### config.mk
export PLATFORM = sky130hd
export DESIGN_NAME = mii_pin_strap_config
export DESIGN_NICKNAME = d
export VERILOG_FILES = /design/src/logic/mii_strap_pkg.sv /design/src/logic/mii_pin_strap_config.sv /design/src/logic/strap_sync.sv
export SDC_FILE = /design/constraint.sdc
export NUM_CORES = 1
export LEC_CHECK = 0
export BUFFER_PORTS_ARGS = -buffer_cell sky130_fd_sc_hd__buf_2
export CAP_MARGIN = 20
export CORE_UTILIZATION = 46
export DETAILED_ROUTE_END_ITERATION = 10
export GPL_ROUTABILITY_DRIVEN = 0
export HOLD_SLACK_MARGIN = 0.08
export PLACE_DENSITY = 0.78
export SYNTH_ARGS = -nofsm -noshare
export SYNTH_HDL_FRONTEND = slang
export SYNTH_SLANG_ARGS = --single-unit
### constraint.sdc
create_clock -name ref_clk -period 1.85 [get_ports ref_clk]
set_clock_uncertainty 0.1 [all_clocks]
set_input_delay 0.37 -clock ref_clk [delete_from_list [all_inputs] [get_ports ref_clk]]
set_output_delay 0.37 -clock ref_clk [all_outputs]
set_load 0.03 [all_outputs]
### src/logic/mii_strap_pkg.sv
// shared constants and types for the strap loader
`default_nettype none
package mii_strap_pkg;
  // ***************************
  // register map and field positions
  // ***************************
  localparam logic [4:0] BASIC_CTRL_ADDR  = 5'h00;
  localparam logic [4:0] INT_CTRL_ADDR    = 5'h1b;
  localparam logic [4:0] PHY_CTRL2_ADDR   = 5'h1f;
  localparam int         DUPLEX_BIT       = 8;
  localparam int         DETACH_BIT       = 10;
  localparam int         INT_POLARITY_BIT = 9;
  localparam int         INT_WIDTH        = 8;
  // ***************************
  // timing
  // ***************************
  localparam int         CLK_PERIOD_NS    = 100;
  localparam int         SETTLE_TIME_NS   = 300;
  localparam int         SETTLE_CYCLES    = (SETTLE_TIME_NS + CLK_PERIOD_NS - 1) / CLK_PERIOD_NS;
  // ***************************
  // types
  // ***************************
  typedef enum logic [2:0] {
    MODE_MII          = 3'h0,
    MODE_RMII         = 3'h1,
    MODE_SMII         = 3'h2,
    MODE_RSVD3        = 3'h3,
    MODE_MII_PREAMBLE = 3'h4,
    MODE_RMII_B2B     = 3'h5,
    MODE_MII_B2B      = 3'h6,
    MODE_RSVD7        = 3'h7
  } iface_mode_t;

  typedef struct packed {
    logic [3:0] rxd;
    logic       rxdv;
    logic       rxer;
    logic       crs;
    logic       col;
  } strap_pins_t;

  typedef struct packed {
    logic [4:0]  stationAddress;
    logic        duplex;
    iface_mode_t mode;
    logic        detach;
  } strap_cfg_t;

  typedef struct packed {
    logic       en;
    logic [3:0] data;
  } mii_tx_t;

  localparam strap_cfg_t  STRAP_RESET = '{stationAddress: 5'h01, duplex: 1'b1,
                                          mode: MODE_MII, detach: 1'b0};
  localparam logic [15:0] CTRL_RESET  = 16'h0100;
endpackage
`default_nettype wire

### src/logic/mii_pin_strap_config.sv
// strap loader and dual-role mii pin control
//
// Behaviour
// RULE_01: at reset release receive data lines 3, 2 and 1 become station address bits 0, 1 and 2.
// RULE_02: at reset release receive data line 0 is loaded as the duplex bit, bit 8 of control register 0h.
// RULE_03: at reset release the receive-data-valid pin is loaded as the mode strap msb.
// RULE_04: at reset release the receive-error pin is loaded as the bus detach strap.
// RULE_05: the interrupt pin is active low unless bit 9 of register 1Fh selects high polarity.
// RULE_06: register 1Bh enables interrupt conditions and reports which of them are pending.
// RULE_07: the management controller supplies the management clock and times data to it; the code has no management interface.
// RULE_08: in mii mode the receive clock, data, valid and error pins are driven after reset.
// RULE_09: in mii mode the transmit clock is driven and transmit enable and data are inputs.
// RULE_10: mode strap 000 mii, 001 rmii, 010 smii, 100/101/110 variants, 011 and 111 reserved.
// RULE_11: the detach strap lands in bit 10 of control register 0h, high enables it.
// RULE_12: station address bits 4 and 3 are always zero, giving addresses 0 to 7.
// RULE_13: transmit data is taken only while transmit enable is high.
// RULE_14: strap pins stay undriven in reset, are captured once after release, then driven; the code drives them only in mii modes with detach low.
`timescale 1ns/1ps
`default_nettype none
module mii_pin_strap_config (
  // clock and reset
  input  wire logic                       ref_clk,
  input  wire logic                       rstn,
  // dual-role receive pins
  input  wire mii_strap_pkg::strap_pins_t pinIn,
  output mii_strap_pkg::strap_pins_t      pinOut,
  output mii_strap_pkg::strap_pins_t      pinOe,
  output logic                            rxClk,
  // transmit pins
  output logic                            txClk,
  input  wire logic                       txEnPin,
  input  wire logic [3:0]                 txDataPin,
  // core side
  input  wire mii_strap_pkg::strap_pins_t rxSource,
  output mii_strap_pkg::mii_tx_t          txWord,
  output logic                            txWordValid,
  // configuration results
  output logic                            strapDone,
  output logic [4:0]                      stationAddress,
  output logic [15:0]                     basicControl,
  output mii_strap_pkg::iface_mode_t      interfaceMode,
  output logic                            modeReserved,
  // interrupt
  input  wire logic [7:0]                 intEnable,
  input  wire logic [7:0]                 intEvents,
  input  wire logic [7:0]                 intClear,
  input  wire logic                       intPolarityHigh,
  output logic [7:0]                      intPending,
  output logic                            interruptPin
);
  // ***************************
  // synchronised pins
  // ***************************
  mii_strap_pkg::strap_pins_t syncPins;
  logic                       syncTxEn;
  logic [3:0]                 syncTxData;
  logic [12:0]                syncOut;

  strap_sync #(.WIDTH(13)) u_sync (
    .ref_clk (ref_clk),
    .rstn    (rstn),
    .din     ({pinIn, txEnPin, txDataPin}),
    .dout    (syncOut)
  );
  assign {syncPins, syncTxEn, syncTxData} = syncOut;

  // ***************************
  // strap sequencer
  // ***************************
  typedef enum logic {SEQ_SETTLE, SEQ_RUN} seq_state_t;
  seq_state_t                state;
  seq_state_t                next_state;
  logic [3:0]                settleCount;
  logic [3:0]                next_settleCount;
  mii_strap_pkg::strap_cfg_t cfg;
  mii_strap_pkg::strap_cfg_t next_cfg;
  logic [15:0]               next_basicControl;
  logic                      next_modeReserved;
  logic                      next_strapDone;

  always_comb begin
    next_state        = state;
    next_settleCount  = settleCount;
    next_cfg          = cfg;
    next_strapDone    = strapDone;
    next_modeReserved = modeReserved;
    next_basicControl = basicControl;
    unique case (state)
      SEQ_SETTLE: begin
        if (settleCount == 4'(mii_strap_pkg::SETTLE_CYCLES - 1)) begin
          next_cfg.stationAddress = {2'b00, syncPins.rxd[1], syncPins.rxd[2],
                                     syncPins.rxd[3]};                    // [RULE_01] [RULE_12]
          next_cfg.duplex         = syncPins.rxd[0];                     // [RULE_02]
          next_cfg.mode           = mii_strap_pkg::iface_mode_t'(
                                    {syncPins.rxdv, syncPins.crs, syncPins.col}); // [RULE_03]
          next_cfg.detach         = syncPins.rxer;                       // [RULE_04]
          next_basicControl       = 16'h0000;
          next_basicControl[mii_strap_pkg::DUPLEX_BIT] = syncPins.rxd[0]; // [RULE_02]
          next_basicControl[mii_strap_pkg::DETACH_BIT] = syncPins.rxer;   // [RULE_11]
          next_modeReserved = (next_cfg.mode == mii_strap_pkg::MODE_RSVD3) ||
                              (next_cfg.mode == mii_strap_pkg::MODE_RSVD7); // [RULE_10]
          next_strapDone    = 1'b1;                                      // [RULE_14]
          next_state        = SEQ_RUN;
        end else begin
          next_settleCount = settleCount + 4'h1;
        end
      end
      SEQ_RUN: begin
        next_state = SEQ_RUN;
      end
    endcase
  end

  always_ff @(posedge ref_clk or negedge rstn) begin
    if (!rstn) begin
      state        <= SEQ_SETTLE;
      settleCount  <= 4'h0;
      cfg          <= mii_strap_pkg::STRAP_RESET;
      strapDone    <= 1'b0;
      modeReserved <= 1'b0;
      basicControl <= mii_strap_pkg::CTRL_RESET;
    end else begin
      state        <= next_state;
      settleCount  <= next_settleCount;
      cfg          <= next_cfg;
      strapDone    <= next_strapDone;
      modeReserved <= next_modeReserved;
      basicControl <= next_basicControl;
    end
  end

  assign stationAddress = cfg.stationAddress;
  assign interfaceMode  = cfg.mode;

  // ***************************
  // mii pin drive and transmit capture
  // ***************************
  logic                       miiActive;
  mii_strap_pkg::strap_pins_t next_pinOut;
  mii_strap_pkg::strap_pins_t next_pinOe;
  logic                       next_rxClk;
  logic                       next_txClk;
  mii_strap_pkg::mii_tx_t     next_txWord;
  logic                       next_txWordValid;

  assign miiActive = strapDone && !cfg.detach &&
                     (cfg.mode == mii_strap_pkg::MODE_MII ||
                      cfg.mode == mii_strap_pkg::MODE_MII_PREAMBLE ||
                      cfg.mode == mii_strap_pkg::MODE_MII_B2B);

  always_comb begin
    next_pinOe       = miiActive ? '1 : '0;                              // [RULE_08] [RULE_14]
    next_pinOut      = miiActive ? rxSource : '0;                        // [RULE_08]
    next_rxClk       = miiActive ? !rxClk : 1'b0;                        // [RULE_08]
    next_txClk       = miiActive ? !txClk : 1'b0;                        // [RULE_09]
    next_txWord      = txWord;
    next_txWordValid = 1'b0;
    if (miiActive && syncTxEn) begin
      next_txWord      = '{en: 1'b1, data: syncTxData};                  // [RULE_13]
      next_txWordValid = 1'b1;
    end
  end

  always_ff @(posedge ref_clk or negedge rstn) begin
    if (!rstn) begin
      pinOe       <= '0;
      pinOut      <= '0;
      rxClk       <= 1'b0;
      txClk       <= 1'b0;
      txWord      <= '0;
      txWordValid <= 1'b0;
    end else begin
      pinOe       <= next_pinOe;
      pinOut      <= next_pinOut;
      rxClk       <= next_rxClk;
      txClk       <= next_txClk;
      txWord      <= next_txWord;
      txWordValid <= next_txWordValid;
    end
  end

  // ***************************
  // interrupt status and pin
  // ***************************
  logic [7:0] next_intPending;
  logic       next_interruptPin;

  always_comb begin
    next_intPending   = (intPending & ~intClear) | (intEvents & intEnable); // [RULE_06]
    next_interruptPin = intPolarityHigh ? (|intPending) : !(|intPending);   // [RULE_05]
  end

  always_ff @(posedge ref_clk or negedge rstn) begin
    if (!rstn) begin
      intPending   <= 8'h00;
      interruptPin <= 1'b1;
    end else begin
      intPending   <= next_intPending;
      interruptPin <= next_interruptPin;
    end
  end
endmodule
`default_nettype wire

### src/logic/strap_sync.sv
// two-stage synchroniser bank for pin inputs
`timescale 1ns/1ps
`default_nettype none
module strap_sync #(
  parameter int WIDTH = 13
) (
  // clock and reset
  input  wire logic             ref_clk,
  input  wire logic             rstn,
  // data
  input  wire logic [WIDTH-1:0] din,
  output logic      [WIDTH-1:0] dout
);
  // ***************************
  // checks
  // ***************************
  if (WIDTH < 1) begin : g_bad_width
    $error("strap_sync width must be at least one");
  end

  // ***************************
  // per-bit stages
  // ***************************
  for (genvar i = 0; i < WIDTH; i++) begin : g_bit
    logic stage1;
    always_ff @(posedge ref_clk or negedge rstn) begin
      if (!rstn) begin
        stage1  <= 1'b0;
        dout[i] <= 1'b0;
      end else begin
        stage1  <= din[i];
        dout[i] <= stage1;
      end
    end
  end
endmodule
`default_nettype wire
# Word-level counts from Yosys, hierarchy flattened
# Cells that the tools add are included.
word_totals:
  register_bits: 75
  latchBits: 0
  ramBits: 0
  rom_bits: 0
  out_inout_bits: 59
  wordCells: 85
  n_memories: 0
op_classes:
  add_sub_neg: 1
  multipliers: 0
  div: 0
  n_lt_le_gt_ge: 0
  n_eq_ne: 5
  shift: 0
  mux: 8
  bitwise_logic: 6
  reduce_logical: 14
op_table:
  columns: ["operator", "count"]
  rows:
  - ["bitwise AND 8 bit", 2]
  - ["two-way mux 8 bit", 2]
  - ["equality test 3 bit, second input constant", 3]
  - ["NOT 8 bit", 1]
  - ["OR 8 bit", 1]
  - ["OR reduction 8 bit", 1]
  - ["two-way mux 1 bit", 5]
  - ["adder 4 x 1 -> 4 bit, second input constant", 1]
  - ["equality test 4 x 2 -> 1 bit, second input constant", 1]
  - ["logical NOT 1 bit", 4]
  - ["AND reduction 2 bit", 2]
  - ["equality test 3 x 2 -> 1 bit, second input constant", 1]
  - ["logical AND 1 bit", 3]
  - ["logical NOT 3 bit", 1]
  - ["logical OR 1 bit", 3]
  - ["NOT 1 bit", 2]
  - ["one-hot mux 1 bit (2 select lines)", 1]

# Longest topological paths before layout
depth:
  word_depth: 6
  ltp_mapped: 6

# Cells and area by module
# A second synthesis with hierarchy kept.
hier_totals:
  cells_unflattened: 168
  hier_area_um2: 2397.3
modules_own_cells:
  columns: ["mod", "instances", "cells_per_inst", "area_per_inst_um2"]
  rows:
  - ["mii_pin_strap_config", 1, 142, 1746.7]
  - ["strap_sync", 1, 26, 650.6]

# Worst setup path after synthesis
# OpenSTA, ideal clock, no wires.
synth_path:
  kind: "register to register"
  startpoint: "register settleCount[0]"
  endpoint: "register cfg[0] in the netlist's numbering"
  setup_time_ns: 0.125
  t_arrival_ns: 1.347
  t_required_ns: 1.625
  path_slack_ns: 0.278
  path_stages_with_launch: 6
  n_path_buf: 1
  path_cell_list: "dfrtp_1 -> inv_1 -> ha_1 -> nor4b_4 -> buf_6 -> mux2_4"
synth_between:
  elab_chain_cells: 2
synth_rtl:
  columns: ["item", "line", "text"]
  rows:
  - ["start, declared", "mii_pin_strap_config.sv:73", "logic [3:0] settleCount;"]
  - ["start signal, assigned", "mii_pin_strap_config.sv:124", "settleCount <= next_settleCount;"]
  - ["equality test 4 x 2 -> 1 bit", "mii_pin_strap_config.sv:90", "if (settleCount == 4'(mii_strap_pkg::SETTLE_CYCLES - 1)) begin"]
  - ["AND reduction 2 bit (no line)", null, null]
  - ["end signal, assigned", "mii_pin_strap_config.sv:118", "cfg <= mii_strap_pkg::STRAP_RESET;"]
  - ["end signal, assigned", "mii_pin_strap_config.sv:125", "cfg <= next_cfg;"]
  - ["end, declared", "mii_pin_strap_config.sv:75", "mii_strap_pkg::strap_cfg_t cfg;"]
# Every way passes these cells.
# A chain may end at the register's enable or synchronous reset.

# Worst setup path in the final report
layout_path:
  startpoint: "register settleCount[0]"
  endpoint: "register cfg, in the netlist interfaceMode[1]"
# Same word-level chain as after synthesis.

==> summary.md <==
| Metric | Value |
|---|---|
| Status | `completed` |
| Met3 wire length | `276 µm` |
| Max Freq | `0.5937 GHz` |
| Post-Route M1 WL | `1.659 mm` |
| Diode count | `0` |
| Sequential power share | `52.4%` |
| Crit path DAT | `1800 ps` |
| Post-synthesis sequential area ratio | `70.09%` |
| Count leader, synth | `dfrtp_1` |
| Int Pwr | `2.238 mW` |
| Ys async rst share | `100.0%` |
| Vias/cell | `4.320` |
| Total grt overflow | `0` |
| Iter 0 DRT Violations | `51` |
| Gate power share | `13.4%` |
| Seq cells post-synth | `67` |
| Clk_lat worst skew | `330 ps` |
| Synth top area share | `66.81%` |
| DP Area | `0.002823 mm²` |
| Fin crit share | `91.05%` |
| Full die area | `0.005504 mm²` |
| Remaining antenna violation count after routing | `0` |
| Routed WL | `4.005 mm` |
| Synth-to-Final Area Change | `30.58%` |
| CTS root buffer | `clkbuf_8` |
| Switching Share | `26.41%` |
| Crit path kind | `register to register` |
| CTS tree | `done` |
| R2r worst-path depth | `5` |
| NetSw | `803.4 µW` |
| Gr usage total | `16.67%` |
| Routed len/inst | `11.64 µm` |
| Max Slew Vio Count | `0` |
| Longest Clk Path Bufs | `2` |
| Cells after Synth | `168` |
| Post_cts resized | `0` |
| First-pass DRT Iterations | `4` |
| RSZ-0062 raised after global routing | `false` |
| Clk pin slew, worst setup/hold paths | `70 ps` |
| Largest net degree at the start of global routing | `68` |
| Crit path time final | `1684 ps` |
| Metal2 WL | `1.968 mm` |
| Worst Path Required | `1970 ps` |
| Ys Warns | `0` |
| Number of global-route vias before repair | `1,402` |
| Clk sinks | `67` |
| Biggest area consumer among synthesized cells | `dfrtp_1` |
| Reg area | `0.001680 mm²` |
| DIE HEIGHT | `74.19 µm` |
| IO Pins | `107` |
| Avg Cell Area, Syn | `14.27 µm²` |
| Synth cell types | `27` |
| Hold Path Depth | `2` |
| Number of buffers added on ports | `90` |
| Cts bufs inserted | `9` |
| Die Wd | `74.19 µm` |
| Post-layout net count | `324` |
| Clock power share | `34.2%` |
| Hold Path Class | `input pin to register` |
| Cell breakdown of the critical path | `inv_1 > ha_1 > nor4b_4 > buf_4 > mux2_2` |
| Final count of hold timing violations | `0` |
| Core area | `0.004880 mm²` |
| Maximum single-stage delay on the critical path | `400 ps` |
| Initial antenna violation count | `0` |
| Top Layer Used | `met4` |
| Setup repair bufs after CTS | `0` |
| Final setup fails | `0` |
| First-pass GRT wire length | `6.479 mm` |
| Final instance area | `0.003131 mm²` |
| Final core occ | `64.15%` |
| Hold_ws | `102.8 ps` |
| Maximum resistive drop on vdd | `644.6 µV` |
| Worst Setup Start Kind | `register` |
| MaxCap Viol Count | `0` |
| Largest cells by area after synthesis | `dfrtp_1, buf_4, mux2_4, dfstp_2, mux2_2` |
| Via count | `1,486` |
| CP endpoint kind | `register` |
| H-tree levels | `3` |
| DRC | `0` |
| P_leak | `1.616 nW` |
| Most common library cells after synthesis | `dfrtp_1, buf_4, inv_1` |
| Share of layout cells above drive strength 1 | `44.40%` |
| Setup TNS | `0 ps` |
| Setup slack, reg-to-reg | `170 ps` |
| Fillcell total | `397` |
| Multi-input logic area | `535.5 µm²` |
| Initial Util | `49.13%` |
| Critical-path top delay cell | `dfrtp_1` |
| Max Fanout on Critical Path | `12` |
| Dpl hpwl | `2.714 mm` |
| Cell area after synthesis | `0.002397 mm²` |
| Row count | `25` |
| Number of flops mapped to enable cells by yosys | `0` |
| Pwr dens | `971.6 mW/mm²` |
| Post-synth top flop | `dfrtp_1` |
-- layout by cell type, fill, tap and decap left out, types with 2 or more instances in the layout --
cell / n
nor2b_1: 3
clkbuf_8: 11
and2_1: 8
o21ai_0: 9
dfrtp_1: 64
mux2_2: 6
conb_1: 16
dlygate4sd3_1: 14
inv_1: 12
xnor2_1: 4
nor2_1: 3
or2_2: 2
nand2_1: 9
nor4_1: 2
mux2_4: 6
ha_1: 2
buf_2: 90
dfstp_2: 3
-- cell families (layout without fill, tap and decap cells) --
kind of cell | count (synthesis) | after routing | synth area share [%]
AOI/OAI and AO/OA | 10 | 10 | 2.087
xor gates and xnor gates | 4 | 4 | 1.461
adders and majority gates | 2 | 2 | 1.044
buffers and inverters | 38 | 132 | 9.916
DFF | 67 | 67 | 70.09
muxes | 13 | 13 | 6.994
other | 1 | 16 | 0.1564
and+or+nand+nor | 33 | 33 | 8.246
-- stage by stage --
| stage | power [mW] | setup slack [ps] | cells |
|---|---|---|---|
| final | 3.042 | 165.5 | 344 |
| after global routing | 3.186 | 64.32 | 344 |
| after CTS | 3.085 | 147.8 | 344 |
| after detailed placement | 2.012 | 152.7 | 316 |
| after global placement | 2.003 | 239.5 | 316 |
| after floorplan | 1.887 | 277.9 | 183 |
-- final timing paths --
| check | startpoint | to |
|---|---|---|
| setup reg to reg | settleCount[0] | interfaceMode[1] |
| max in group asynchronous | rstn | interruptPin |
| min in group asynchronous | rstn | u_sync.g_bit[3].stage1 |
| setup / recovery | settleCount[0] | interfaceMode[1] |
| hold / removal | intPolarityHigh | interruptPin |
| hold reg to reg | u_sync.g_bit[5].stage1 | u_sync.dout[5] |
-- sequential cells by signal, indices dropped and copies added, names as in the netlist, 3 cells and up --
| name | cells |
|---|---|
| intPending | 8 |
| u_sync.g_bit.stage1 | 13 |
| interfaceMode | 3 |
| pinOut | 8 |
| settleCount | 4 |
| u_sync.dout | 13 |
| stationAddress | 3 |
| txWord | 5 |
-- worst max-delay path, delay by kind of cell (launching register included) --
kind / cells / cell delay (ps)
multiplexers: 1 / 350
adder cells (fa/ha/maj): 1 / 180
flip-flops: 1 / 400
AND/OR/NAND/NOR: 1 / 190
buffers and inverters: 2 / 350
-- power groups by stage --
stage	Clock [mW]	Combinational, mW	Sequential (mW)
floorplan	0	0.154	1.73
global placement	0	0.384	1.62
detailed placement	0	0.389	1.62
CTS	1.08	0.413	1.60
global route	1.14	0.444	1.61
finish	1.04	0.407	1.59
-- cell type report --
cell class	count	share of cell area (%)
Sequential cell	67	53.68
Timing Repair Buffer	106	19.74
Multi-Input combinational cell	78	17.11
Clock buffer	12	4.956
Tap cell	67	2.678
Inverter	12	1.439
Clock inverter	2	0.3997
-- metal layers --
layer / global-route usage, % / up-vias
met3: 6.504 / 9
met1: 20.05 / 705
met2: 25.66 / 69
li1: - / 703
met4: 9.615 / 0
met5: 0 / -
-- timing repair --
item,CTS,global route
setup endpoints to repair,0,0
hold buffers,14,0
endpoints found under the hold margin,77,0
Power figures use the tool's default switching activity.
